==> src/ppb_pkg.sv <==
package ppb_pkg;

  // ==========================================================
  // register map (byte offsets within the register window)
  // ==========================================================
  localparam logic [7:0] OFS_TIMING = 8'h00;
  localparam logic [7:0] OFS_PULL = 8'h0c;
  localparam logic [7:0] OFS_FUNC = 8'h10;
  localparam logic [7:0] OFS_OUT = 8'h14;
  localparam logic [7:0] OFS_DIR = 8'h18;
  localparam logic [7:0] OFS_IN = 8'h1c;

  // address bit that selects the panel window instead of the registers
  localparam int PANEL_WIN_BIT = 20;

  // ==========================================================
  // field positions and codes
  // ==========================================================
  localparam logic [1:0] PW_16 = 2'b10;
  localparam logic [1:0] PW_8 = 2'b01;
  localparam int FUNC_LITTLE_BIT = 16;
  localparam int FUNC_LOWER_BIT = 17;
  localparam int FUNC_UPPER_BIT = 18;
  localparam int FUNC_IRQ_BIT = 19;
  localparam int IRQ_CS_LINE = 5;
  localparam int IRQ_RD_LINE = 4;
  localparam int IRQ_WR_LINE = 2;
  localparam int IRQ_RS_LINE = 1;

  // ==========================================================
  // reset values
  // ==========================================================
  localparam logic [31:0] TIMING_RST = 32'h0002_0000;
  localparam logic [31:0] FUNC_RST = 32'h0000_0000;
  localparam logic [15:0] PIN_RST = 16'h0000;

  // ==========================================================
  // timing: strobe delays count in half system cycles
  // ==========================================================
  localparam int HALF_PER_CYCLE = 2;

  // least time rounds up: (code+1) halves -> ceil((code+1)/2) cycles
  function automatic logic [3:0] half_to_cyc(input logic [3:0] code);
    logic [4:0] s;
    s = {1'b0, code} + 5'(HALF_PER_CYCLE);
    return s[4:1];
  endfunction

  // ==========================================================
  // types
  // ==========================================================
  typedef struct packed {
    logic [6:0] rsvd;
    logic select_logic_on;
    logic [5:0] wait_state_count;
    logic [1:0] port_width_sel;
    logic [3:0] read_negate_delay;
    logic [3:0] read_assert_delay;
    logic [3:0] write_negate_delay;
    logic [3:0] write_assert_delay;
  } ppb_timing_t;

  typedef struct packed {
    logic panel_select_n;
    logic panel_read_strobe_n;
    logic panel_write_strobe_n;
    logic command_data_select;
  } ppb_ctl_t;

  typedef struct packed {
    ppb_ctl_t ctl;
    logic drive;
    logic [15:0] dout;
  } ppb_bus_t;

  typedef struct packed {
    logic valid;
    logic write;
    logic panel;
    logic [7:0] ofs;
  } ppb_dphase_t;

  typedef enum {P_IDLE, P_SETUP, P_STROBE, P_HOLD} ppb_phase_t;
  typedef enum {A_IDLE, A_REG_RD, A_PANEL_GO, A_PANEL_WAIT} ppb_ahb_t;

endpackage

==> src/ppb_ctrl.sv <==
// Register access over AHB-Lite was chosen for this implementation.
`timescale 1ns/10ps
// Operation
// - four 4-bit fields set write and read strobe assert and negate delays
// - delay code n lasts n+1 half system cycles
// - port width field: 10 is a 16-bit port, 01 an 8-bit port
// - wait state field sets cycles inserted before the access terminates
// - zero wait states give a one-clock strobe access
// - one wait state gives a two-clock strobe access
// - all 64 wait codes work, 111111 gives 64 cycles
// - with select logic off the chip select stays high
// - one pull-up enable per data pin when used as gpio input
// - byte order bit: 1 little endian, 0 big endian
// - two bits hand upper and lower data bytes to gpio
// - control-pin bit routes select, strobes, register-select to irq lines
// - gpio output pins drive the last written output value
// - per-pin direction: 1 output, 0 input
// - input register reads the current data pin levels
// - register-select tells the panel command or data
// - a word on a 16-bit port takes two half-word cycles
module ppb_ctrl
  import ppb_pkg::*;
(
  input wire logic hclk,
  input wire logic hresetn,
  input wire logic hsel,
  input wire logic [31:0] haddr,
  input wire logic [1:0] htrans,
  input wire logic hwrite,
  input wire logic [2:0] hsize,
  input wire logic [31:0] hwdata,
  input wire logic hready,
  output logic hreadyout,
  output logic hresp,
  output logic [31:0] hrdata,
  input wire logic [15:0] panel_data_pins_in,
  output logic [15:0] panel_data_pins_out,
  output logic [15:0] panel_data_pins_oe_n,
  output logic [15:0] panel_data_pins_pull_up,
  input ppb_ctl_t ctl_pins_in,
  output ppb_ctl_t ctl_pins_out,
  output logic [3:0] ctl_pins_oe_n,
  output logic [5:0] ext_irq_lines
);

  // ==========
  // declarations
  // ==========
  ppb_ahb_t st_q;
  ppb_dphase_t dp_q;
  logic hreadyout_q;
  logic [31:0] hrdata_q;
  ppb_timing_t timing_q;
  logic [15:0] pull_q;
  logic [3:0] func_q;
  logic [15:0] gpio_out_q;
  logic [15:0] gpio_dir_q;
  logic [15:0] pin_in_bits_q;
  logic [15:0] pins_out_q;
  logic [15:0] pins_oe_n_q;
  logic [15:0] pins_pull_q;
  ppb_ctl_t ctl_out_q;
  logic [3:0] ctl_oe_n_q;
  logic [5:0] irq_q;
  logic accept;
  logic reg_wr;
  logic eng_start;
  logic eng_done;
  logic [31:0] eng_rdata;
  ppb_bus_t eng_bus;
  logic byte_order_little;
  logic lower_byte_gpio_sel;
  logic upper_byte_gpio_sel;
  logic control_pins_irq_sel;

  assign byte_order_little = func_q[0];
  assign lower_byte_gpio_sel = func_q[1];
  assign upper_byte_gpio_sel = func_q[2];
  assign control_pins_irq_sel = func_q[3];

  // ==========
  // register read decode
  // ==========
  // unmapped offsets read as zero; reserved bits are forced to zero
  function automatic logic [31:0] reg_read(input logic [7:0] ofs);
    logic [31:0] v;
    v = 32'h0000_0000;
    case (ofs)
      OFS_TIMING: begin
        v = timing_q;
        v[31:25] = 7'h00;
      end
      OFS_PULL: v[15:0] = pull_q;
      OFS_FUNC: v[FUNC_IRQ_BIT:FUNC_LITTLE_BIT] = func_q;
      OFS_OUT: v[15:0] = gpio_out_q;
      OFS_DIR: v[15:0] = gpio_dir_q;
      OFS_IN: v[15:0] = pin_in_bits_q;
      default: v = 32'h0000_0000;
    endcase
    return v;
  endfunction

  // ==========
  // bus slave: address phase capture
  // ==========
  // hsize is not checked: only whole-word single transfers are used
  assign accept = hsel && htrans[1] && hready;

  always_ff @(posedge hclk or negedge hresetn) begin
    if (!hresetn) begin
      dp_q <= '0;
    end else if (accept) begin
      dp_q.valid <= 1'b1;
      dp_q.write <= hwrite;
      dp_q.panel <= haddr[PANEL_WIN_BIT];
      dp_q.ofs <= {haddr[7:2], 2'b00};
    end else if (hreadyout_q) begin
      dp_q.valid <= 1'b0;
    end
  end

  // register writes complete with no wait state
  assign reg_wr = dp_q.valid && dp_q.write && !dp_q.panel && st_q == A_IDLE;

  // ==========
  // bus slave: transfer sequencing
  // ==========
  // register reads take one wait so that hrdata comes from a flop
  // and already reflects a write in the data phase just before
  always_ff @(posedge hclk or negedge hresetn) begin
    if (!hresetn) begin
      st_q <= A_IDLE;
      hreadyout_q <= 1'b1;
    end else begin
      case (st_q)
        A_IDLE: begin
          if (accept && haddr[PANEL_WIN_BIT]) begin
            st_q <= A_PANEL_GO;
            hreadyout_q <= 1'b0;
          end else if (accept && !hwrite) begin
            st_q <= A_REG_RD;
            hreadyout_q <= 1'b0;
          end else begin
            hreadyout_q <= 1'b1;
          end
        end
        A_REG_RD: begin
          st_q <= A_IDLE;
          hreadyout_q <= 1'b1;
        end
        A_PANEL_GO: begin
          st_q <= A_PANEL_WAIT;
        end
        A_PANEL_WAIT: begin
          // the access ends only when the panel cycles have all run
          if (eng_done) begin
            st_q <= A_IDLE;
            hreadyout_q <= 1'b1;
          end
        end
        default: begin
          st_q <= A_IDLE;
          hreadyout_q <= 1'b1;
        end
      endcase
    end
  end

  always_ff @(posedge hclk or negedge hresetn) begin
    if (!hresetn) begin
      hrdata_q <= 32'h0000_0000;
    end else if (st_q == A_REG_RD) begin
      hrdata_q <= reg_read(dp_q.ofs);
    end else if (st_q == A_PANEL_WAIT && eng_done && !dp_q.write) begin
      hrdata_q <= eng_rdata;
    end
  end

  // hwdata is valid in the first data phase cycle, when the engine starts
  assign eng_start = (st_q == A_PANEL_GO);

  // ==========
  // configuration registers
  // ==========
  always_ff @(posedge hclk or negedge hresetn) begin
    if (!hresetn) begin
      timing_q <= TIMING_RST;
    end else if (reg_wr && dp_q.ofs == OFS_TIMING) begin
      timing_q <= hwdata;
      timing_q.rsvd <= 7'h00;
    end
  end

  always_ff @(posedge hclk or negedge hresetn) begin
    if (!hresetn) begin
      pull_q <= PIN_RST;
    end else if (reg_wr && dp_q.ofs == OFS_PULL) begin
      pull_q <= hwdata[15:0];
    end
  end

  always_ff @(posedge hclk or negedge hresetn) begin
    if (!hresetn) begin
      func_q <= FUNC_RST[FUNC_IRQ_BIT:FUNC_LITTLE_BIT];
    end else if (reg_wr && dp_q.ofs == OFS_FUNC) begin
      func_q <= hwdata[FUNC_IRQ_BIT:FUNC_LITTLE_BIT];
    end
  end

  always_ff @(posedge hclk or negedge hresetn) begin
    if (!hresetn) begin
      gpio_out_q <= PIN_RST;
    end else if (reg_wr && dp_q.ofs == OFS_OUT) begin
      gpio_out_q <= hwdata[15:0];
    end
  end

  always_ff @(posedge hclk or negedge hresetn) begin
    if (!hresetn) begin
      gpio_dir_q <= PIN_RST;
    end else if (reg_wr && dp_q.ofs == OFS_DIR) begin
      gpio_dir_q <= hwdata[15:0];
    end
  end

  // pins are synchronous to hclk, so one sampling stage is enough
  always_ff @(posedge hclk or negedge hresetn) begin
    if (!hresetn) begin
      pin_in_bits_q <= PIN_RST;
    end else begin
      pin_in_bits_q <= panel_data_pins_in;
    end
  end

  // ==========
  // panel cycle engine
  // ==========
  ppb_cycle u_cycle (
    .hclk(hclk),
    .hresetn(hresetn),
    .start(eng_start),
    .wr_op(dp_q.write),
    .wdata(hwdata),
    .cfg(timing_q),
    .little(byte_order_little),
    .din(panel_data_pins_in),
    .bus(eng_bus),
    .rdata(eng_rdata),
    .done(eng_done)
  );

  // ==========
  // data pin multiplexing
  // ==========
  // each byte lane is either gpio or panel data, chosen separately
  generate
    for (genvar i = 0; i < 16; i++) begin : g_pin
      logic lane_gpio;
      assign lane_gpio = (i >= 8) ? upper_byte_gpio_sel : lower_byte_gpio_sel;

      always_ff @(posedge hclk or negedge hresetn) begin
        if (!hresetn) begin
          pins_out_q[i] <= 1'b0;
          pins_oe_n_q[i] <= 1'b1;
          pins_pull_q[i] <= 1'b0;
        end else if (lane_gpio) begin
          pins_out_q[i] <= gpio_out_q[i];
          pins_oe_n_q[i] <= ~gpio_dir_q[i];
          pins_pull_q[i] <= pull_q[i] & ~gpio_dir_q[i];
        end else begin
          pins_out_q[i] <= eng_bus.dout[i];
          pins_oe_n_q[i] <= ~eng_bus.drive;
          pins_pull_q[i] <= 1'b0;
        end
      end
    end
  endgenerate

  // ==========
  // control pins and external interrupt routing
  // ==========
  // when routed to the irq port the control pins become inputs;
  // the cycle engine keeps running but its strobes stay off the pins
  always_ff @(posedge hclk or negedge hresetn) begin
    if (!hresetn) begin
      ctl_out_q <= 4'b1110;
      ctl_oe_n_q <= 4'b0000;
    end else if (control_pins_irq_sel) begin
      ctl_out_q <= 4'b1110;
      ctl_oe_n_q <= 4'b1111;
    end else begin
      ctl_out_q <= eng_bus.ctl;
      ctl_oe_n_q <= 4'b0000;
    end
  end

  always_ff @(posedge hclk or negedge hresetn) begin
    if (!hresetn) begin
      irq_q <= 6'h00;
    end else begin
      irq_q <= 6'h00;
      if (control_pins_irq_sel) begin
        irq_q[IRQ_CS_LINE] <= ctl_pins_in.panel_select_n;
        irq_q[IRQ_RD_LINE] <= ctl_pins_in.panel_read_strobe_n;
        irq_q[IRQ_WR_LINE] <= ctl_pins_in.panel_write_strobe_n;
        irq_q[IRQ_RS_LINE] <= ctl_pins_in.command_data_select;
      end
    end
  end

  // ==========
  // outputs
  // ==========
  assign hreadyout = hreadyout_q;
  assign hresp = 1'b0;
  assign hrdata = hrdata_q;
  assign panel_data_pins_out = pins_out_q;
  assign panel_data_pins_oe_n = pins_oe_n_q;
  assign panel_data_pins_pull_up = pins_pull_q;
  assign ctl_pins_out = ctl_out_q;
  assign ctl_pins_oe_n = ctl_oe_n_q;
  assign ext_irq_lines = irq_q;

endmodule

==> src/ppb_cycle.sv <==
`timescale 1ns/10ps
module ppb_cycle
  import ppb_pkg::*;
(
  input wire logic hclk,
  input wire logic hresetn,
  input wire logic start,
  input wire logic wr_op,
  input wire logic [31:0] wdata,
  input ppb_timing_t cfg,
  input wire logic little,
  input wire logic [15:0] din,
  output ppb_bus_t bus,
  output logic [31:0] rdata,
  output logic done
);

  ppb_phase_t ph_q;
  logic [6:0] cnt_q;
  logic [1:0] beat_q;
  logic [1:0] last_q;
  logic wr_q;
  logic [31:0] wdata_q;
  logic [31:0] rdata_q;
  logic done_q;
  logic port8;
  logic [1:0] lane;
  logic [6:0] setup_len;
  logic [6:0] hold_len;

  assign port8 = (cfg.port_width_sel == PW_8);
  // big endian sends the most significant part first
  assign lane = little ? beat_q : 2'(last_q - beat_q);
  assign setup_len = 7'(wr_q ? half_to_cyc(cfg.write_assert_delay)
                             : half_to_cyc(cfg.read_assert_delay));
  assign hold_len = 7'(wr_q ? half_to_cyc(cfg.write_negate_delay)
                            : half_to_cyc(cfg.read_negate_delay));

  // ==========
  // phase sequencer
  // ==========
  always_ff @(posedge hclk or negedge hresetn) begin
    if (!hresetn) begin
      ph_q <= P_IDLE;
      cnt_q <= 7'h00;
      beat_q <= 2'h0;
      last_q <= 2'h0;
      wr_q <= 1'b0;
      done_q <= 1'b0;
    end else begin
      done_q <= 1'b0;
      case (ph_q)
        P_IDLE: begin
          if (start) begin
            ph_q <= P_SETUP;
            // setup length is decided with wr_op since wr_q is not loaded yet
            cnt_q <= 7'(wr_op ? half_to_cyc(cfg.write_assert_delay)
                              : half_to_cyc(cfg.read_assert_delay)) - 7'h01;
            beat_q <= 2'h0;
            last_q <= port8 ? 2'h3 : 2'h1;
            wr_q <= wr_op;
          end
        end
        P_SETUP: begin
          if (cnt_q == 7'h00) begin
            ph_q <= P_STROBE;
            cnt_q <= {1'b0, cfg.wait_state_count};
          end else begin
            cnt_q <= cnt_q - 7'h01;
          end
        end
        P_STROBE: begin
          if (cnt_q == 7'h00) begin
            ph_q <= P_HOLD;
            cnt_q <= hold_len - 7'h01;
          end else begin
            cnt_q <= cnt_q - 7'h01;
          end
        end
        P_HOLD: begin
          if (cnt_q != 7'h00) begin
            cnt_q <= cnt_q - 7'h01;
          end else if (beat_q == last_q) begin
            ph_q <= P_IDLE;
            done_q <= 1'b1;
          end else begin
            // next half-word or byte, only while the strobe is negated
            beat_q <= beat_q + 2'h1;
            ph_q <= P_SETUP;
            cnt_q <= setup_len - 7'h01;
          end
        end
        default: ph_q <= P_IDLE;
      endcase
    end
  end

  always_ff @(posedge hclk or negedge hresetn) begin
    if (!hresetn) begin
      wdata_q <= 32'h0000_0000;
    end else if (start && ph_q == P_IDLE) begin
      wdata_q <= wdata;
    end
  end

  // pins lag the engine by a flop: the first hold cycle is the last low one there
  always_ff @(posedge hclk or negedge hresetn) begin
    if (!hresetn) begin
      rdata_q <= 32'h0000_0000;
    end else if (ph_q == P_HOLD && cnt_q == hold_len - 7'h01 && !wr_q) begin
      if (port8) begin
        rdata_q[{lane, 3'b000} +: 8] <= din[15:8];
      end else begin
        rdata_q[{lane[0], 4'b0000} +: 16] <= din;
      end
    end
  end

  // ==========
  // pin-facing values
  // ==========
  assign bus.ctl.panel_select_n = ~((ph_q != P_IDLE) & cfg.select_logic_on);
  assign bus.ctl.panel_read_strobe_n = ~(ph_q == P_STROBE && !wr_q);
  assign bus.ctl.panel_write_strobe_n = ~(ph_q == P_STROBE && wr_q);
  assign bus.ctl.command_data_select = beat_q[0];
  assign bus.drive = (ph_q != P_IDLE) && wr_q;
  assign bus.dout = port8 ? {wdata_q[{lane, 3'b000} +: 8], 8'h00}
                          : wdata_q[{lane[0], 4'b0000} +: 16];
  assign rdata = rdata_q;
  assign done = done_q;

endmodule

==> config.mk <==
export PLATFORM = sky130hd
export DESIGN_NAME = ppb_ctrl
export DESIGN_NICKNAME = d
export VERILOG_FILES = /design/src/ppb_pkg.sv /design/src/ppb_ctrl.sv /design/src/ppb_cycle.sv
export SDC_FILE = /design/constraint.sdc
export NUM_CORES = 1
export LEC_CHECK = 0
export BUFFER_PORTS_ARGS = -buffer_cell sky130_fd_sc_hd__buf_2
export CORE_MARGIN = 3
export CORE_UTILIZATION = 49
export CTS_CLUSTER_SIZE = 14
export DETAILED_ROUTE_END_ITERATION = 6
export PLACE_DENSITY = 0.66
export SYNTH_ARGS = -nofsm -noshare
export SYNTH_HDL_FRONTEND = slang
export SYNTH_SLANG_ARGS = --single-unit
==> constraint.sdc <==
create_clock -name hclk -period 7.9 [get_ports hclk]
set_input_delay 0.79 -clock hclk [delete_from_list [all_inputs] [get_ports hclk]]
set_output_delay 0.79 -clock hclk [all_outputs]
set_load 0.02 [all_outputs]
======== After elaboration in Yosys (flattened, before gate mapping) ========
Index checks and enable logic that the tools add are counted.
cells by class
  $add $sub $neg .......................... 12
  equal/unequal tests ..................... 26
  shifts and indexed selects .............. 6
  multiplexer cells ....................... 95
  bitwise gates (word level) .............. 38
  reduce and logical (&&, ||, !) cells .... 42
operators by type and width
  operator                   count
  $mux W32                   10
  $eq A32 B2 Y1 const B      5
  $eq A32 B3 Y1 const B      4
  $logic_not A32 Y1          4
  $pmux W32 S4               1
  $pmux W32 S3               1
  $pmux W16 S5               1
  $bwmux W32                 2
  $mux W1                    57
  $mux W7                    5
  $eq A32 B1 Y1 const B      1
  $reduce_bool A32 Y1        1
  $shift A16 B7 Y32 const A  1
  $shift A8 B7 Y32 const A   1
  $shiftx A16 B7 Y32         1
  $shiftx A32 B6 Y16         1
  $shiftx A32 B6 Y8          1
  $shiftx A8 B7 Y32          1
  $pmux W7 S4                1
  $sub A7 B1 Y7 const B      4
  $eq A6 B3 Y1 const B       4
  $not A1 Y1                 21
  $add A4 B2 Y5 const B      4
  $logic_and A1 B1 Y1        20
  28 further kinds           67
storage, ports and cells
  register bits after elaboration ......... 336
  output and inout port bits .............. 96

======== Depth between registers and ports, before layout ========
Gate-level depths: netlist (run 1).
  depth after elaboration ................. 6
  mapped depth ............................ 12
  gate-level depth less buffers ........... 12

======== Cells and area by module ========
Synthesis (run 1) repeated with hierarchy kept, for this count alone.
unflattened totals
  cells, all modules ...................... 1,059
  area total of the unflattened synthesis .. 12,746.0 µm²
by module, submodules not included
  module     times used  cells each  area an instance (µm²)  seq. area each (µm²)
  ppb_ctrl   1           569         7,960.1                 4,880.9
  ppb_cycle  1           490         4,785.8                 1,976.9

======== Worst setup path before layout (run 1) ========
No wires, ideal clock.
  kind .................................... register -> register
  start ................................... register u_cycle.wr_q
  end ..................................... register u_cycle.rdata_q[16], in the netlist u_cycle.rdata[16]
  setup time .............................. 0.125 ns
  arrival time ............................ 2.861 ns
  data required time ...................... 7.775 ns
  setup slack ............................. 4.915 ns
  stages on the path, launching flop included .. 11
  cell sequence ........................... dfrtp_1 -> buf_2 -> mux2i_1 -> inv_1 -> ha_1 -> clkbuf_2 -> xnor3_1 -> xor2_1 -> nor4b_4 -> o2111ai_2 -> mux2_2
between the ends
  longest elaborated chain between the ends .. 5
  elaborated cells between the ends (all ways) .. 6
  those cells by class .................... add/sub (1); eq/ne (1); mux (1); reduce/logical (3)
ends and longest elaborated chain
  item                           RTL line          RTL
  start, declared                ppb_cycle.sv:22   logic wr_q;
  start signal, assigned         ppb_cycle.sv:61   wr_q <= wr_op;
  $mux W4                        ppb_cycle.sv:36   assign hold_len = 7'(wr_q ? half_to_cyc(cfg.write_negate_delay)
  $sub A7 B1 Y7                  ppb_cycle.sv:110  end else if (ph_q == P_HOLD && cnt_q == hold_len - 7'h01 && !wr_q) begin
  $eq A7 B7 Y1                   ppb_cycle.sv:110
  $logic_and A1 B1 Y1            ppb_cycle.sv:110
  $logic_and A1 B1 Y1 *          ppb_cycle.sv:110
  end signal, assigned by index  ppb_cycle.sv:112  rdata_q[{lane, 3'b000} +: 8] <= din[15:8];
  end signal, assigned by index  ppb_cycle.sv:114  rdata_q[{lane[0], 4'b0000} +: 16] <= din;
  end, declared                  ppb_cycle.sv:24   logic [31:0] rdata_q;
Every way passes the cells marked *; elsewhere a longest branch is shown, timed or not.
A chain may end at the register's enable or synchronous reset.

======== Worst setup path after layout (run 1) ========
  start ................................... register u_cycle.beat_q[0]
  end ..................................... register u_cycle.rdata_q[23], in the netlist u_cycle.rdata[23]
between the ends
  longest elaborated chain between the ends .. 6
  elaborated cells between the ends (all ways) .. 11
  those cells by class .................... add/sub (3); shift (4); mux (4)
ends and longest elaborated chain
  item                                              RTL line                            RTL
  start, declared                                   ppb_cycle.sv:20                     logic [1:0] beat_q;
  start signal, assigned                            ppb_cycle.sv:88                     beat_q <= beat_q + 2'h1;
  $sub A2 B2 Y2                                     ppb_cycle.sv:33                     assign lane = little ? beat_q : 2'(last_q - beat_q);
  $mux W2 *                                         ppb_cycle.sv:33
  $neg A5 Y7, on equally long branches              ppb_cycle.sv:114, ppb_cycle.sv:112
  $shiftx A16 B7 Y32, or another cell as far along  ppb_cycle.sv:114
  $bwmux W32, on equally long branches              ppb_cycle.sv:114, ppb_cycle.sv:112
  $mux W32 *                                        ppb_cycle.sv:111                    if (port8) begin
Marked as above.

==> qor.txt, run 1 <==
status -> completed
Critical Path Start -> u_cycle.beat_q[0]$_DFFE_PN0P_
Async SR Flop Fraction -> 100.0%
CP endpoint kind -> flop
synthesized area -> 12260 um^2
setup TNS -> 0 ns
Synth cell types -> 69
commonest non-fill, non-tap cell in the layout -> dfrtp_1
Via density -> 5.877
row count -> 57
Critical Path AT -> 4.25 ns
CP Class -> reg2reg
worst hold path type -> in2async
fin nets -> 1265
biggest area consumer among synthesized cells -> dfrtp_1
DR DRC count -> 0
crit-path max cell delay -> 0.88 ns
slowest CP cell -> nor2_1
Ant. Diodes -> 0
max_cap viols -> 0
unrepaired setup endpoints after global routing -> no
Slew headroom -> 30.45%
met3 Resource Use GR -> 4.868%
CP most frequent cell -> nor2_1
first-pass GRT wire length -> 51700 um
drt wl/cell -> 22.95 um
post-CTS sizing -> 0
final worst path period share -> 47.65%
via count -> 8821
H-tree depth -> 1
Slew @ Worst Pin -> 1.035 ns
cell count of the worst reg-to-reg path -> 8
Die Ht -> 164.2 um
DR pass1 iterations -> 5
hold_buf cts -> 0
layout cell share with drive strength beyond 1 -> 34.41%
Die X -> 164.2 um
CTS root buf -> clkbuf_16
cell chain of the critical path -> ha_1 > nor2_1 > a21oi_1 > clkinv_1 > nor2_1 > and3_1 > a22o_1 > mux2_2
Slew Viols, Final -> 0
final wirelength -> 34450 um
CTS Buffer Depth -> 3
port bufs -> 157
skew final -> 0.02245 ns
fillers -> 2070
yosys warns -> 0
Achievable Freq -> 0.2657 GHz
clk sink count -> 273
CP required -> 8.39 ns
Die ar. -> 26960 um^2
Pleak -> 6.639 nW
initial DRC count -> 684
TritonCTS clock tree -> done
top cells by area in the synthesized netlist -> dfrtp_1 51%, mux2_2 13%, dfstp_2 4.5%, mux2i_1 3.2%, nand2_1 2.4%
Yosys top cell area share -> 51.43%
final-report hold violation count -> 0
R2R Path End -> u_cycle.rdata[23]$_DFFE_PN0P_
# Post-CTS Setup Buffers -> 0
Num CTS Buffers -> 29
FF-to-FF setup slack -> 4.14 ns
Pwr per Cell Area -> 220.3 nW/um^2
Total Routing Usage GR -> 25.31%
CP Launch Type -> flop
Post-synth EDFFs -> 0
register area share after synthesis -> 55.93%
CTS clock-pin slew for the worst setup and hold paths -> 0.06 ns
initial antenna violation count -> 0
pin count of the biggest net entering global routing -> 86
VDD IR max -> 0.0001338 V
Area Overhead vs Synth -> 16.82%
Starting Density -> 50.12%
total grt overflow -> 0
Post-Place Cells -> 1447
number of global-route vias before repair -> 8540
total core area -> 24460 um^2
post-layout minimum cycle time -> 3.764 ns
detailed placement HPWL -> 24110 um
Non-Filler Instances -> 1501
cells after synthesis -> 1006
met1 Resource Use GR -> 38.09%
Post-synth top flop -> dfrtp_1
most frequent cells in the layout -> 252 x dfrtp_1, 156 x buf_2, 144 x mux2_2
# setup viols final -> 0
#FFs+latches synth -> 273
met2 global-route usage -> 37.24%
worst reg2reg path startpoint -> u_cycle.beat_q[0]$_DFFE_PN0P_
Avg Inst Size Synth -> 12.19 um^2
Clock Latency Late Sink -> 0.56 ns
Routed Antenna Nets -> 0
CP Max Fanout -> 15
gpl congestion -> 0.9105
gr busiest metal -> met1
io pins -> 190
## flip-flops by register name, indices dropped and copies added (netlist names), 25 cells and up
signal,cells
hrdata,32
u_cycle.rdata,32
u_cycle.wdata_q,32
timing_q,25
## synthesized netlist by cell type, types with 17 or more instances
cell,instances
dfstp_2,21
inv_1,32
nand2b_1,17
mux2i_1,39
ha_1,17
a21oi_1,46
nand2_1,77
mux2_2,144
o21ai_0,38
dfrtp_1,252
and3b_1,17
clkbuf_1,40
nor2_1,39
a22oi_1,34
## stage by stage
| step | util, % | power, mW | setup WS, ns | cell area, um^2 | hold WS [ns] |
|---|---|---|---|---|---|
| after detailed placement | 54.53 | 1.799 | 4.204 | 13340 | 0.4388 |
| after global routing | 58.55 | 3.268 | 3.878 | 14320 | 0.2469 |
| final | 58.55 | 3.156 | 4.136 | 14320 | 0.2014 |
| after CTS | 58.55 | 3.181 | 4.172 | 14320 | 0.2266 |
| after floorplan | - | 1.668 | 4.915 | 12270 | 0.3873 |
| after global placement | 54.53 | 1.795 | 4.256 | 13340 | 0.4313 |
## critical path: cells and delay by family (launching register included)
kind	cells	cell delay, ns
mux	1	0.16
compound gates	2	0.66
flops	1	0.43
buf+inv	1	0.73
fa+ha+maj	1	0.33
simple gates	3	1.39
## how the worst max path moves through the flow
| stage | to | slack (ns) | depth (start not counted) |
|---|---|---|---|
| detailed placement | u_cycle.rdata[23]$_DFFE_PN0P_ | 4.20 | 8 |
| global route | u_cycle.rdata[23]$_DFFE_PN0P_ | 3.88 | 8 |
| CTS | u_cycle.rdata[23]$_DFFE_PN0P_ | 4.17 | 8 |
| finish | u_cycle.rdata[23]$_DFFE_PN0P_ | 4.14 | 8 |
| global placement | u_cycle.rdata[23]$_DFFE_PN0P_ | 4.26 | 8 |
| floorplan | u_cycle.rdata[16]$_DFFE_PN0P_ | 4.91 | 10 |
## metal layers
metal  wire (um)  share of wire [%]  up-vias
li1            -                  -     3943
met3        2845                8.3       49
met4         919                2.7        0
met1       15720                 46     4435
met5           0                  0        -
met2       14970                 43      394
## cells by family (layout without fill, tap and decap cells)
family | count (synthesis) | in the layout | synth area share (%)
DFF | 273 | 273 | 55.93
and+or+nand+nor | 209 | 209 | 8.817
AOI/OAI and AO/OA | 218 | 218 | 12.67
buffers and inverters | 89 | 258 | 2.970
xor gates and xnor gates | 15 | 15 | 1.245
other | 1 | 3 | 0.03059
adders and majority gates | 17 | 17 | 1.735
muxes | 184 | 184 | 16.59
## report_power, final
| part | internal, mW | switching, mW | leakage (nW) |
|---|---|---|---|
| Combinational | 0.107 | 0.162 | 2.78 |
| Clock | 0.820 | 0.560 | 0.485 |
| Sequential | 1.46 | 0.0483 | 3.38 |
## area by class of cell
type / instances / area (um^2) / share of cell area [%]
inverter: 33 / 123.9 / 0.8649
sequential: 273 / 6858 / 47.88
multi-input combinational: 646 / 5051 / 35.27
clock buffer: 44 / 862.1 / 6.019
clock inverter: 10 / 121.4 / 0.8474
timing repair buffer: 171 / 900.9 / 6.290
tap: 324 / 405.4 / 2.830
No activity file was read; power rests on OpenSTA's default activity.
==> inputs of run 2 (changes only) <==
--- a/config.mk
+++ b/config.mk
@@ -5,12 +5,13 @@
 export SDC_FILE = /design/constraint.sdc
 export NUM_CORES = 1
 export LEC_CHECK = 0
+export ABC_AREA = 1
 export BUFFER_PORTS_ARGS = -buffer_cell sky130_fd_sc_hd__buf_2
 export CORE_MARGIN = 3
 export CORE_UTILIZATION = 49
 export CTS_CLUSTER_SIZE = 14
 export DETAILED_ROUTE_END_ITERATION = 6
-export PLACE_DENSITY = 0.66
+export PLACE_DENSITY = 0.69
 export SYNTH_ARGS = -nofsm -noshare
 export SYNTH_HDL_FRONTEND = slang
 export SYNTH_SLANG_ARGS = --single-unit
==> constraint.sdc (replaced) <==
create_clock -name hclk -period 3.1 [get_ports hclk]
set_input_delay 0.31 -clock hclk [delete_from_list [all_inputs] [get_ports hclk]]
set_output_delay 0.31 -clock hclk [all_outputs]
set_load 0.02 [all_outputs]
==> qor.txt, run 2 <==
status -> completed
top cells by area in the synthesized netlist -> dfrtp_1 49%, nand2_1 13%, inv_1 5.2%, dfstp_2 4.3%, o21ai_0 4.3%
Yosys top cell area share -> 49.33% (-2.1 points)
hold_buf cts -> 34 (+34)
Achievable Freq -> 0.3920 GHz (+48%)
yosys warns -> 0 (unchanged)
initial DRC count -> 1080 (+58%)
Hold Crit Depth -> 3
biggest area consumer among synthesized cells -> dfrtp_1
Post-synth top flop -> dfrtp_1
clk sink count -> 273 (unchanged)
row count -> 58 (+1.8%)
skew final -> 0.01398 ns (-0.008473 ns)
number of global-route vias before repair -> 10610 (+24%)
worst hold path type -> in2reg
cell chain of the critical path -> ha_1 > nand2_1 > nand2_1 > ha_1 > nor2_1 > buf_4 > a31oi_1 > nor2_1 > nand4_1 > nand2_1
Clock Latency Late Sink -> 0.55 ns (about the same)
worst slack at placement -> 0.5757 ns (-3.628 ns)
CP endpoint kind -> flop
DR pass1 iterations -> 6 (+1)
met1 Resource Use GR -> 37.53% (-0.56 points)
detailed placement HPWL -> 27580 um (+14%)
Via density -> 5.472 (-6.9%)
# setup viols final -> 0 (unchanged)
fin nets -> 1810 (+43%)
met2 global-route usage -> 41.60% (+4.4 points)
gr busiest metal -> met2
Post-synth EDFFs -> 0 (unchanged)
register area share after synthesis -> 53.65% (-2.3 points)
CTS Buffer Depth -> 3 (unchanged)
Async SR Flop Fraction -> 100.0% (unchanged)
VDD IR max -> 0.0004298 V (+220%)
Area Overhead vs Synth -> 19.30%
CP Launch Type -> flop
final worst path period share -> 82.30% (+35 points)
Buf/Inv on CP -> 1 (unchanged)
via count -> 11230 (+27%)
gpl congestion -> 0.9996 (+9.8%)
CTS clock-pin slew for the worst setup and hold paths -> 0.06 ns (about the same)
Critical Path AT -> 2.99 ns (-1.26 ns)
Starting Density -> 50.33% (+0.21 points)
Pwr per Cell Area -> 500.5 nW/um^2 (+130%)
Die ar. -> 28060 um^2 (+4.1%)
H-tree depth -> 1 (unchanged)
most frequent cells in the layout -> 435 x nand2_1, 252 x dfrtp_1, 176 x inv_1
# Post-CTS Setup Buffers -> 0 (unchanged)
max_cap viols -> 0 (unchanged)
Pleak -> 8.211 nW (+24%)
io pins -> 190 (unchanged)
TritonCTS clock tree -> done
DR DRC count -> 0 (unchanged)
final worst slack -> 0.5488 ns (-3.587 ns)
total grt overflow -> 0 (unchanged)
final wirelength -> 37900 um (+10%)
layout cell share with drive strength beyond 1 -> 17.36% (-17 points)
commonest non-fill, non-tap cell in the layout -> nand2_1
CTS root buf -> clkbuf_16
Routed Antenna Nets -> 0 (unchanged)
port bufs -> 157 (unchanged)
initial antenna violation count -> 0 (unchanged)
CP most frequent cell -> nand2_1
CP Max Fanout -> 9 (-6)
Num CTS Buffers -> 29 (unchanged)
CP required -> 3.54 ns (-4.85 ns)
top cells by count, synth -> 436 x nand2_1, 252 x dfrtp_1, 176 x inv_1
post-CTS sizing -> 0 (unchanged)
drt wl/cell -> 18.46 um (-20%)
Die X -> 167.5 um (+2.0%)
slowest CP cell -> a31oi_1
total core area -> 25400 um^2 (+3.8%)
Crit. path cell count -> 10 (+2)
first-pass GRT wire length -> 59120 um (+14%)
#FFs+latches synth -> 273 (unchanged)
Top delay family on crit path -> adder cells
Avg Inst Size Synth -> 8.449 um^2 (-31%)
setup TNS -> 0 ns (unchanged)
Die Ht -> 167.5 um (+2.0%)
pin count of the biggest net entering global routing -> 96 (+12%)
Total Routing Usage GR -> 26.70% (+1.4 points)
Slew headroom -> 37.50% (+7.0 points)
post-layout minimum cycle time -> 2.551 ns (-1.213 ns)
most frequent cell after synthesis -> nand2_1
cells after synthesis -> 1513 (+50%)
final-report hold violation count -> 0 (unchanged)
crit-path max cell delay -> 0.57 ns (-0.31 ns)
Slew @ Worst Pin -> 0.9278 ns (-0.1076 ns)
cell count of the worst reg-to-reg path -> 10 (+2)
hold_ws -> 0.01698 ns (-0.1844 ns)
synthesized area -> 12780 um^2 (+4.3%)
Slew Viols, Final -> 0 (unchanged)
Synth cell types -> 45 (-35%)
met3 Resource Use GR -> 4.745% (-0.12 points)
unrepaired setup endpoints after global routing -> no
CP Class -> reg2reg
-- run 2: cell types whose count changed after synthesis, moves of 19 or more --
cell      delta
nand2_1    +359
inv_1      +144
mux2_2     -137
o21ai_1     +79
o21ai_0     +72
nand4_1     +42
mux2i_1     -39
nand3_1     +37
nor2_1      +32
a22oi_1     -31
o211ai_1    +31
o22ai_1     +19
-- run 2: cell type report --
class | count | area [um^2]
Antenna cell | 1 | 2.502
Clock buffer | 44 | 872.1
Clock inverter | 10 | 128.9
Tap cell | 330 | 412.9
Fill cell | 2227 | 10150
Timing Repair Buffer | 221 | 1374
Multi-Input combinational cell | 985 | 4888
Inverter | 189 | 714.4
Sequential cell | 273 | 6858
-- run 2: final timing paths --
path,start,to,slack (ns)
setup / recovery,u_cycle.beat_q[0]$_DFFE_PN0P_,u_cycle.rdata[15]$_DFFE_PN0P_,0.55
hold / removal,haddr[2],dp_q[2]$_DFFE_PN0P_,0.02
setup reg to reg,u_cycle.beat_q[0]$_DFFE_PN0P_,u_cycle.rdata[15]$_DFFE_PN0P_,0.55
hold reg to reg,gpio_dir_q[11]$_DFFE_PN0P_,panel_data_pins_oe_n[11]$_DFF_PN1_,0.45
max in group asynchronous,hresetn,ctl_pins_out[3]$_DFF_PN1_,1.79
min in group asynchronous,hresetn,dp_q[7]$_DFFE_PN0P_,0.39
-- run 2: worst register-to-register path, delay by kind of cell (launching register included) --
family / cells / cell delay, ns
adders and majority gates: 2 / 0.72
and+or+nand+nor: 6 / 0.58
AOI/OAI and AO/OA: 1 / 0.57
DFF: 1 / 0.40
buffers and inverters: 1 / 0.16
-- run 2: cells by family after synthesis --
| logic type | synth area share, % |
|---|---|
| multiplexers | 0.6167 |
| other | 0.02933 |
| buffers and inverters | 8.192 |
| XOR/XNOR | 0.6558 |
| AND/OR/NAND/NOR | 21.57 |
| AO/OA/AOI/OAI | 13.62 |
| adder cells (fa/ha/maj) | 1.664 |
| flip-flops | 53.65 |
-- run 2: per-stage QoR --
step | power [mW] | utilization, % | std cells | cell area (um^2)
floorplan | 3.845 | - | 1515 | 12790
global placement | 4.068 | 54.75 | 1964 | 13910
detailed placement | 4.075 | 54.75 | 1964 | 13910
CTS | 7.677 | 60.03 | 2052 | 15250
global route | 7.883 | 60.03 | 2052 | 15250
finish | 7.634 | 60.04 | 2053 | 15250
-- run 2: per-layer routing --
layer	vias up	wire length, um
met5	-	0
met4	0	1576
met3	79	3001
met2	493	17230
met1	5347	16100
li1	5315	-
-- run 2: power by group --
part           switching [mW]  internal, mW  total (mW)  leakage (nW)
clock                    1.41          2.18        3.58         0.500
sequential             0.0255          3.60        3.63          2.87
combinational           0.293         0.130       0.423          4.84
total                    1.72          5.91        7.63          8.21
